==> src/verilog/rfsr_cfg.svh <==
// Offsets, field positions, reset values and timing counts of the block.
`ifndef RFSR_CFG_SVH
`define RFSR_CFG_SVH
`define RFSR_REG_STATUS 7'h44
`define RFSR_REG_STRENGTH 7'h45
`define RFSR_REG_FUNC 7'h46
`define RFSR_BIT_FULL 6
`define RFSR_BIT_NONEMPTY 5
`define RFSR_BIT_LEVEL 4
`define RFSR_BIT_OVERRUN 3
`define RFSR_BIT_FLUSH 2
`define RFSR_BIT_HALT 6
`define RFSR_BIT_TEST 5
`define RFSR_BIT_FAST 2
`define RFSR_STATUS_RSV_RST 2'h0
`define RFSR_FUNC_RST 8'h00
`define RFSR_ST_PUP 3'h0
`define RFSR_ST_SLEEP 3'h1
`define RFSR_ST_STBY 3'h2
`define RFSR_ST_TUNE 3'h3
`define RFSR_ST_RX 3'h4
`define RFSR_ST_EEPROM 3'h5
`define RFSR_MODE_DIRECT 2'h0
`define RFSR_MODE_BUFFER 2'h1
`define RFSR_MODE_PACKET 2'h2
`define RFSR_BUF_DEPTH 6'h20
`define RFSR_PIN_RST 3'h4
`define RFSR_CLK_NS 100
`define RFSR_FILT_STEP_NS 1600
`define RFSR_FILT_DIV ((`RFSR_FILT_STEP_NS) / (`RFSR_CLK_NS))
`endif

==> src/verilog/rfsr_pkg.sv <==
// Types shared by the register group and its submodules.
package rfsr_pkg;
  typedef enum logic [1:0] {SPI_ADDR, SPI_DATA, SPI_DONE} rfsr_spi_e;
  typedef logic [7:0] rfsr_byte_t;
  typedef logic [2:0] rfsr_opstate_t;
endpackage

==> src/verilog/rfsr_spi_port.sv <==
// Four-wire serial port slave: address byte, then one data byte.
`timescale 1ns/1ps
`default_nettype none
`include "rfsr_cfg.svh"
module rfsr_spi_port import rfsr_pkg::*; (
  // Clock and reset.
  input wire logic mclk_in,
  input wire logic rst_in,
  // Pins.
  input wire logic csn_in,
  input wire logic sclk_in,
  input wire logic mosi_in,
  output logic miso_out,
  output logic miso_oe_out,
  // Register side.
  input wire rfsr_byte_t rdata_in,
  output logic [6:0] addr_out,
  output rfsr_byte_t wdata_out,
  output logic wr_out
);
  logic [2:0] pin_raw;
  logic [2:0] pin_st;
  assign pin_raw = {csn_in, sclk_in, mosi_in};
  // Idle levels of the three pins, so no false edge follows reset.
  localparam logic [2:0] pin_rst_c = `RFSR_PIN_RST;
  genvar g;
  generate
    for (g = 0; g < 3; g++) begin : g_sync
      logic s1_q, s2_q, s3_q, st_q, st_d;
      always_comb begin
        st_d = (s2_q == s3_q) ? s3_q : st_q;
      end
      always_ff @(posedge mclk_in or posedge rst_in) begin
        if (rst_in) begin
          s1_q <= pin_rst_c[g];
          s2_q <= pin_rst_c[g];
          s3_q <= pin_rst_c[g];
          st_q <= pin_rst_c[g];
        end else begin
          s1_q <= pin_raw[g];
          s2_q <= s1_q;
          s3_q <= s2_q;
          st_q <= st_d;
        end
      end
      assign pin_st[g] = st_q;
    end
  endgenerate
  rfsr_spi_e st_q, st_d;
  logic [2:0] cnt_q, cnt_d;
  rfsr_byte_t sh_q, sh_d, tx_q, tx_d, wd_q, wd_d, byte_in;
  logic [6:0] addr_q, addr_d;
  logic sclk_q, rd_q, rd_d, ld_q, ld_d, wr_q, wr_d, oe_q, oe_d, rise, fall;
  assign rise = pin_st[1] & ~sclk_q;
  assign fall = ~pin_st[1] & sclk_q;
  assign byte_in = {sh_q[6:0], pin_st[0]};
  always_comb begin
    st_d = st_q;
    cnt_d = cnt_q;
    sh_d = sh_q;
    tx_d = tx_q;
    wd_d = wd_q;
    addr_d = addr_q;
    rd_d = rd_q;
    ld_d = 1'b0;
    wr_d = 1'b0;
    oe_d = oe_q;
    if (pin_st[2]) begin
      st_d = SPI_ADDR;
      cnt_d = 3'h0;
      oe_d = 1'b0;
    end else begin
      if (rise) begin
        sh_d = byte_in;
        cnt_d = cnt_q + 3'h1;
        if (cnt_q == 3'h7) begin
          case (st_q)
            SPI_ADDR: begin
              rd_d = byte_in[7];
              addr_d = byte_in[6:0];
              ld_d = 1'b1;
              oe_d = byte_in[7];
              st_d = SPI_DATA;
            end
            SPI_DATA: begin
              wr_d = ~rd_q;
              wd_d = byte_in;
              oe_d = 1'b0;
              st_d = SPI_DONE;
            end
            default: st_d = SPI_DONE;
          endcase
        end
      end
      if (fall && cnt_q != 3'h0) begin
        tx_d = {tx_q[6:0], 1'b0};
      end
      if (ld_q) begin
        tx_d = rdata_in;
      end
    end
  end
  always_ff @(posedge mclk_in or posedge rst_in) begin
    if (rst_in) begin
      st_q <= SPI_ADDR;
      cnt_q <= 3'h0;
      sh_q <= 8'h00;
      tx_q <= 8'h00;
      wd_q <= 8'h00;
      addr_q <= 7'h00;
      rd_q <= 1'b0;
      ld_q <= 1'b0;
      wr_q <= 1'b0;
      oe_q <= 1'b0;
      sclk_q <= 1'b0;
    end else begin
      st_q <= st_d;
      cnt_q <= cnt_d;
      sh_q <= sh_d;
      tx_q <= tx_d;
      wd_q <= wd_d;
      addr_q <= addr_d;
      rd_q <= rd_d;
      ld_q <= ld_d;
      wr_q <= wr_d;
      oe_q <= oe_d;
      sclk_q <= pin_st[1];
    end
  end
  assign miso_out = tx_q[7];
  assign miso_oe_out = oe_q;
  assign addr_out = addr_q;
  assign wdata_out = wd_q;
  assign wr_out = wr_q;
endmodule // rfsr_spi_port
`default_nettype wire

==> src/verilog/rfsr_rx_buffer.sv <==
// Receive byte buffer, 32 deep, with flush and overrun tracking.
`timescale 1ns/1ps
`default_nettype none
`include "rfsr_cfg.svh"
module rfsr_rx_buffer import rfsr_pkg::*; (
  // Clock and reset.
  input wire logic mclk_in,
  input wire logic rst_in,
  // Control and data.
  input wire logic flush_in,
  input wire logic wr_in,
  input wire rfsr_byte_t wdata_in,
  input wire logic rd_in,
  output rfsr_byte_t rdata_out,
  output logic [5:0] count_out,
  output logic overrun_out,
  output logic strobe_out
);
  rfsr_byte_t mem [0:31];
  rfsr_byte_t rdata_q, rdata_d;
  logic [4:0] wp_q, wp_d, rp_q, rp_d;
  logic [5:0] cnt_q, cnt_d;
  logic ovr_q, ovr_d, we, do_rd, full;
  always_comb begin
    full = (cnt_q == `RFSR_BUF_DEPTH);
    do_rd = rd_in && (cnt_q != 6'h00) && !flush_in;
    wp_d = wp_q;
    rp_d = rp_q;
    cnt_d = cnt_q;
    ovr_d = ovr_q;
    rdata_d = rdata_q;
    we = 1'b0;
    if (flush_in) begin
      // A byte arriving with the flush is kept as the first new byte.
      rp_d = 5'h00;
      ovr_d = 1'b0;
      we = wr_in;
      wp_d = {4'h0, wr_in};
      cnt_d = {5'h00, wr_in};
    end else begin
      if (do_rd) begin
        rdata_d = mem[rp_q];
        rp_d = rp_q + 5'h01;
      end
      if (wr_in && full && !do_rd) begin
        ovr_d = 1'b1;
      end else if (wr_in) begin
        we = 1'b1;
        wp_d = wp_q + 5'h01;
      end else if (do_rd) begin
        ovr_d = 1'b0;
      end
      cnt_d = cnt_q + {5'h00, we} - {5'h00, do_rd};
    end
  end
  always_ff @(posedge mclk_in) begin
    if (we) begin
      mem[flush_in ? 5'h00 : wp_q] <= wdata_in;
    end
  end
  always_ff @(posedge mclk_in or posedge rst_in) begin
    if (rst_in) begin
      wp_q <= 5'h00;
      rp_q <= 5'h00;
      cnt_q <= 6'h00;
      ovr_q <= 1'b0;
      rdata_q <= 8'h00;
      strobe_out <= 1'b0;
    end else begin
      wp_q <= wp_d;
      rp_q <= rp_d;
      cnt_q <= cnt_d;
      ovr_q <= ovr_d;
      rdata_q <= rdata_d;
      strobe_out <= we;
    end
  end
  assign rdata_out = rdata_q;
  assign count_out = cnt_q;
  assign overrun_out = ovr_q;
endmodule // rfsr_rx_buffer
`default_nettype wire

==> src/verilog/rfsr_regs.sv <==
// Buffer status, signal strength and function enable register group.
`timescale 1ns/1ps
`default_nettype none
`include "rfsr_cfg.svh"
module rfsr_regs import rfsr_pkg::*; (
  // Clock and reset.
  input wire logic mclk_in,
  input wire logic rst_in,
  // Serial configuration port.
  input wire logic csn_in,
  input wire logic sclk_in,
  input wire logic mosi_in,
  output logic miso_out,
  output logic miso_oe_out,
  // Chip state and configuration.
  input wire rfsr_opstate_t op_state_in,
  input wire logic [1:0] data_mode_in,
  input wire logic [5:0] buf_threshold_in,
  input wire rfsr_byte_t squelch_thresh_in,
  // Receive data path.
  input wire logic rx_byte_valid_in,
  input wire rfsr_byte_t rx_byte_in,
  input wire logic buf_rd_in,
  output rfsr_byte_t buf_rdata_out,
  output logic byte_write_strobe_out,
  output logic pkt_handler_reset_out,
  // Signal strength.
  input wire rfsr_byte_t strength_raw_in,
  output rfsr_byte_t signal_strength_reading_out,
  // Buffer flags.
  output logic buffer_full_indicator_out,
  output logic buffer_nonempty_indicator_out,
  output logic buffer_level_indicator_out,
  output logic buffer_overrun_indicator_out,
  // Function enables.
  output logic sleep_timer_halt_out,
  output logic factory_test_enable_out,
  output logic fast_serial_enable_out
);

  //////////////////////////////////////////////////////////////////////////

  function automatic logic reg_hit(input logic [6:0] a, input logic [6:0] o);
    reg_hit = (a == o);
  endfunction

  logic [6:0] bus_addr;
  rfsr_byte_t bus_wdata;
  rfsr_byte_t bus_rdata;
  logic bus_wr;

  rfsr_spi_port u_spi (
    .mclk_in(mclk_in),
    .rst_in(rst_in),
    .csn_in(csn_in),
    .sclk_in(sclk_in),
    .mosi_in(mosi_in),
    .miso_out(miso_out),
    .miso_oe_out(miso_oe_out),
    .rdata_in(bus_rdata),
    .addr_out(bus_addr),
    .wdata_out(bus_wdata),
    .wr_out(bus_wr)
  );

  //////////////////////////////////////////////////////////////////////////

  logic wr_status;
  logic wr_func;
  logic in_sleep;
  logic flush_ok;
  logic flush;

  always_comb begin
    wr_status = bus_wr && reg_hit(bus_addr, `RFSR_REG_STATUS);
    wr_func = bus_wr && reg_hit(bus_addr, `RFSR_REG_FUNC);
    in_sleep = (op_state_in == `RFSR_ST_SLEEP);
    flush_ok = 1'b0;
    case (op_state_in)
      `RFSR_ST_STBY: flush_ok = 1'b1;
      `RFSR_ST_TUNE: flush_ok = 1'b1;
      `RFSR_ST_RX: flush_ok = 1'b1;
      `RFSR_ST_EEPROM: flush_ok = 1'b1;
      default: flush_ok = 1'b0;
    endcase
    // Sleep flushes the buffer on every cycle the chip stays there; a byte arriving with a flush is kept as the first new byte.
    flush = in_sleep ||
      (wr_status && bus_wdata[`RFSR_BIT_FLUSH] && flush_ok);
  end

  //////////////////////////////////////////////////////////////////////////

  rfsr_byte_t buf_rdata;
  logic [5:0] buf_count;
  logic buf_overrun;
  logic buf_strobe;

  rfsr_rx_buffer u_buf (
    .mclk_in(mclk_in),
    .rst_in(rst_in),
    .flush_in(flush),
    .wr_in(rx_byte_valid_in),
    .wdata_in(rx_byte_in),
    .rd_in(buf_rd_in),
    .rdata_out(buf_rdata),
    .count_out(buf_count),
    .overrun_out(buf_overrun),
    .strobe_out(buf_strobe)
  );

  assign buf_rdata_out = buf_rdata;
  assign byte_write_strobe_out = buf_strobe;

  //////////////////////////////////////////////////////////////////////////

  logic [3:0] flags_q, flags_d;
  logic [1:0] rsv_q, rsv_d;
  rfsr_byte_t func_q, func_d;
  logic phr_q, phr_d;
  logic flag_mode;

  always_comb begin
    flag_mode = (data_mode_in == `RFSR_MODE_BUFFER) ||
      (data_mode_in == `RFSR_MODE_PACKET);
    flags_d = 4'h0;
    if (flag_mode) begin
      flags_d[3] = (buf_count == `RFSR_BUF_DEPTH);
      flags_d[2] = (buf_count != 6'h00);
      flags_d[1] = (buf_count >= buf_threshold_in);
      flags_d[0] = buf_overrun;
    end
    rsv_d = rsv_q;
    func_d = func_q;
    // Reserved bits are stored as written so a read returns them.
    if (wr_status) begin
      rsv_d = bus_wdata[1:0];
    end
    if (wr_func) begin
      func_d = bus_wdata;
    end
    phr_d = in_sleep;
  end

  always_ff @(posedge mclk_in or posedge rst_in) begin
    if (rst_in) begin
      flags_q <= 4'h0;
      rsv_q <= `RFSR_STATUS_RSV_RST;
      func_q <= `RFSR_FUNC_RST;
      phr_q <= 1'b0;
    end else begin
      flags_q <= flags_d;
      rsv_q <= rsv_d;
      func_q <= func_d;
      phr_q <= phr_d;
    end
  end

  assign buffer_full_indicator_out = flags_q[3];
  assign buffer_nonempty_indicator_out = flags_q[2];
  assign buffer_level_indicator_out = flags_q[1];
  assign buffer_overrun_indicator_out = flags_q[0];
  assign pkt_handler_reset_out = phr_q;
  assign sleep_timer_halt_out = func_q[`RFSR_BIT_HALT];
  assign factory_test_enable_out = func_q[`RFSR_BIT_TEST];
  assign fast_serial_enable_out = func_q[`RFSR_BIT_FAST];

  //////////////////////////////////////////////////////////////////////////

  // Filter: acc holds four times the average; each step moves a quarter.
  logic [3:0] div_q, div_d;
  logic [9:0] acc_q, acc_d;
  rfsr_byte_t str_q, str_d;
  logic step;
  rfsr_byte_t filt;

  always_comb begin
    step = (div_q == 4'(`RFSR_FILT_DIV - 1));
    div_d = step ? 4'h0 : div_q + 4'h1;
    acc_d = acc_q;
    str_d = str_q;
    filt = acc_q[9:2];
    if (step && op_state_in == `RFSR_ST_RX) begin
      acc_d = acc_q - {2'h0, acc_q[9:2]} + {2'h0, strength_raw_in};
      str_d = (filt < squelch_thresh_in) ? 8'h00 : filt;
    end
  end

  always_ff @(posedge mclk_in or posedge rst_in) begin
    if (rst_in) begin
      div_q <= 4'h0;
      acc_q <= 10'h000;
      str_q <= 8'h00;
    end else begin
      div_q <= div_d;
      acc_q <= acc_d;
      str_q <= str_d;
    end
  end

  assign signal_strength_reading_out = str_q;

  //////////////////////////////////////////////////////////////////////////

  // Read data is chosen from the latched address of the current frame.
  always_comb begin
    case (bus_addr)
      `RFSR_REG_STATUS: begin
        bus_rdata = {1'b0, flags_q, 1'b0, rsv_q};
      end
      `RFSR_REG_STRENGTH: bus_rdata = str_q;
      `RFSR_REG_FUNC: bus_rdata = func_q;
      default: bus_rdata = 8'h00;
    endcase
  end

endmodule // rfsr_regs
`default_nettype wire

==> config.mk <==
export PLATFORM = sky130hd
export DESIGN_NAME = rfsr_regs
export DESIGN_NICKNAME = d
export VERILOG_FILES = /design/src/verilog/rfsr_pkg.sv /design/src/verilog/rfsr_spi_port.sv /design/src/verilog/rfsr_rx_buffer.sv /design/src/verilog/rfsr_regs.sv
export VERILOG_INCLUDE_DIRS = /design/src /design/src/verilog
export SDC_FILE = /design/constraint.sdc
export NUM_CORES = 1
export LEC_CHECK = 0
export ABC_CLOCK_PERIOD_IN_PS = 6820
export BUFFER_PORTS_ARGS = -buffer_cell sky130_fd_sc_hd__buf_2
export CORE_MARGIN = 4
export CORE_UTILIZATION = 52
export DETAILED_ROUTE_END_ITERATION = 16
export PLACE_DENSITY = 0.81
export SLEW_MARGIN = 20
export SYNTH_ARGS = -nofsm -noshare
export SYNTH_HDL_FRONTEND = slang
export SYNTH_SLANG_ARGS = --single-unit
==> constraint.sdc <==
create_clock -name mclk_in -period 6.82 [get_ports mclk_in]
set_input_delay 0.682 -clock mclk_in [delete_from_list [all_inputs] [get_ports mclk_in]]
set_output_delay 0.682 -clock mclk_in [all_outputs]
set_load 0.02 [all_outputs]
==> metrics.md <==
| Metric | Value |
|---|---|
| Flops & latches, synth | `371` |
| Power Total | `6500 µW` |
| Maxcap violations | `0` |
| Worst-Margin Slew | `1.06 ns` |
| Crit path required time | `7.19 ns` |
| Minimum clock period | `3.41 ns` |
| DRT antenna net count | `0` |
| Crit path launch type | `flop` |
| Final Net Count | `1184` |
| Antenna diode count | `0` |
| Width of the chip | `182 µm` |
| Vias in the first global route | `9183` |
| Drt total wl | `33.8 mm` |
| Clock Tree Buf Depth | `3` |
| Initial antenna violation count | `0` |
| First-pass iteration count of the detailed router | `5` |
| Largest net degree at the start of global routing | `64` |
| Global Route met1 Usage | `28.2%` |
| Slew margin rel. | `29.3%` |
| Input/output buffers | `68` |
| Post-synth top area share | `48.6%` |
| Starting density of the core | `53.1%` |
| Depth of the CTS H-tree | `2` |
| Net Count, Synth | `1110` |
| Site Rows | `63` |
| Number of flops mapped to enable cells by yosys | `256` |
| Synthesized area | `15800 µm²` |
| Dpl hpwl | `21.5 mm` |
| Mean Syn Cell Area | `15.5 µm²` |
| Die area | `33300 µm²` |
| Register area share after synthesis | `66.8%` |
| Reg clk slew, reported paths | `0.06 ns` |
| DRC | `0` |
| Worst Setup End Kind | `flop` |
| Fin crit share | `49.9%` |
| I/O pin count | `69` |
| Largest cells by area after synthesis | `edfxtp_1 49%, dfrtp_1 18%, mux4_2 9.1%` |
| Crit-path max FO | `17` |
| Vias | `9073` |
| Root buffer cell | `clkbuf_16` |
| Total Neg Setup Slack | `0 ns` |
| Cells after synthesis | `1021` |
| CTS tree | `done` |
| PwrDens | `367 nW/µm²` |
| Fmax | `294 MHz` |
| Critical path class | `reg -> reg` |
| Core area | `29800 µm²` |
| Num CTS Buffers | `38` |
| Met2 global-route usage | `33.0%` |
| Die height | `182 µm` |
| Status | `complete, no violations` |
| GR peak layer | `met2` |
| Async set-or-reset flop fraction in the synthesized netlist | `31.0%` |
| Most used DFF post-synth | `edfxtp_1` |
| Final Cell Area | `17700 µm²` |
| Most frequent cells in the layout | `256 x edfxtp_1, 110 x dfrtp_1, 75 x nor2_1, 70 x inv_1, 68 x buf_2` |
| Pleak | `0.00670 µW` |
| YS warnings | `0` |
| DP Area | `16500 µm²` |
| Most common cell after layout, fill and taps aside | `edfxtp_1` |
| Grt total ovfl | `0` |
| Count of pins over their slew limit | `0` |
| RSZ-0062 raised after global routing | `false` |
| Setup Viol. Count Final | `0` |
| WP data arrival | `3.78 ns` |
| HP Class | `in -> async` |
| Skew final | `0.0154 ns` |
| DR vias/cell | `6.00` |
| Share of cells above drive strength 1 | `21.7%` |
| Cell variety after synth | `65` |
| Post-CTS Setup Bufs | `0` |
| Area Overhead vs Synth | `11.8%` |
| Hold Fails Final Rpt | `0` |
| First-pass GRT wire length | `52.9 mm` |
| Peak VDD IR | `0.221 mV` |
| Mean routed wirelength per cell | `22.3 µm` |
| GR Util All Layers | `20.4%` |
| Worst-Skew Late Latency | `0.52 ns` |
| GR Util met3 | `4.13%` |
| DRT iter0 DRCs | `988` |
| Hold Buf Count CTS | `0` |
| Area leader, netlist | `edfxtp_1` |
| Fill cells | `2155` |
| CTS resizes | `0` |
| Placer Congestion | `0.883` |
| CTS Sinks | `371` |
-- synth_stat cells, types with 4 or more instances --
cell      number
edfxtp_1     256
dfrtp_1      111
nor2_1        75
inv_1         71
mux4_2        64
nand2_1       59
a21oi_1       43
ha_1          38
mux2_2        33
a22oi_1       22
clkbuf_1      21
o21ai_0       20
nor3_1        14
o22ai_1       13
nor2b_1       12
o21ai_1       11
xnor2_1       11
buf_2         10
nand2b_1      10
nand3_1       10
fa_1           9
mux2i_1        8
a21o_1         7
nand3b_1       7
o221ai_1       7
xor2_1         7
buf_6          5
nand4_1        5
o21a_1         5
dfstp_2        4
-- metal layers --
metal / up-vias / part of all wire [%]
met5: - / 0
met4: 0 / 3.2
met1: 4534 / 39
met2: 467 / 49
met3: 84 / 8.8
li1: 3988 / -
-- critical path: stages, from the launching register on --
cell and delay, ns:
dfrtp_1 0.55, nor4b_2 0.40, nand4_2 0.23, and2_1 0.30, nand2_2 0.27, inv_1 0.08
ha_1 0.27, inv_1 0.04, ha_1 0.21, fa_1 0.40, a21oi_1 0.14, nor2_1 0.05
nor2_1 0.11, xor2_1 0.15, nor2_1 0.05
-- stage by stage --
stage	utilization (%)	setup WS (ns)	hold WS (ns)	cells
floorplan	-	3.10	0.331	1021
global placement	55.3	3.42	0.338	1445
detailed placement	55.3	3.34	0.336	1445
CTS	59.4	3.44	0.250	1513
global route	59.4	3.11	0.250	1513
finish	59.4	3.41	0.249	1513
-- cell type report --
class	count	area, µm²	area share (%)
Clock buffer	51	1030	5.83
Clock inverter	17	168	0.947
Sequential cell	371	10600	59.8
Inverter	73	279	1.58
Multi-Input combinational cell	539	4790	27.0
Timing Repair Buffer	72	370	2.09
Tap cell	390	488	2.76
-- logic make-up (layout without fill, tap and decap cells) --
logic type | Yosys count | after routing | synth area share [%]
DFF | 371 | 371 | 66.8
buffers and inverters | 111 | 213 | 2.99
AOI/OAI and AO/OA | 145 | 145 | 5.89
and+or+nand+nor | 221 | 221 | 7.03
xor gates and xnor gates | 18 | 18 | 0.996
adders and majority gates | 50 | 50 | 4.33
muxes | 105 | 105 | 12.0
-- path summary, 6_finish.rpt --
path / startpoint / endpoint / slack [ns] / cells past startpoint
setup / recovery: u_spi.addr_out[1] / u_buf.count_out[4] / 3.41 / 14
max in group asynchronous: rst_in / u_buf.rp_q[0] / 5.23 / 3
setup reg to reg: u_spi.addr_out[1] / u_buf.count_out[4] / 3.41 / 14
hold reg to reg: u_spi.g_sync[0].s1_q / u_spi.g_sync[0].s2_q / 0.35 / 0
min in group mclk_in: csn_in / u_spi.g_sync[2].s1_q / 0.27 / 1
hold / removal: rst_in / u_spi.g_sync[1].s1_q / 0.25 / 2
-- registers in the layout, summed over array words and instances (netlist names), 4 cells and up --
register	flops
u_spi.sh_q	7
u_buf.rp_q	5
acc_q	10
u_buf.count_out	6
u_spi.wdata_out	8
signal_strength_reading_out	8
u_buf.wp_q	5
u_spi.tx_q	8
u_spi.addr_out	7
div_q	4
u_buf.mem	256
u_buf.rdata_out	8
func_q	8
flags_q	4
-- power breakdown --
group / leakage (µW) / internal (µW) / switching [µW] / total (µW)
registers: 0.00380 / 2600 / 205 / 2810
clock network: 0.000581 / 1180 / 833 / 2010
logic: 0.00232 / 750 / 933 / 1680
Power figures use the tool's default switching activity.
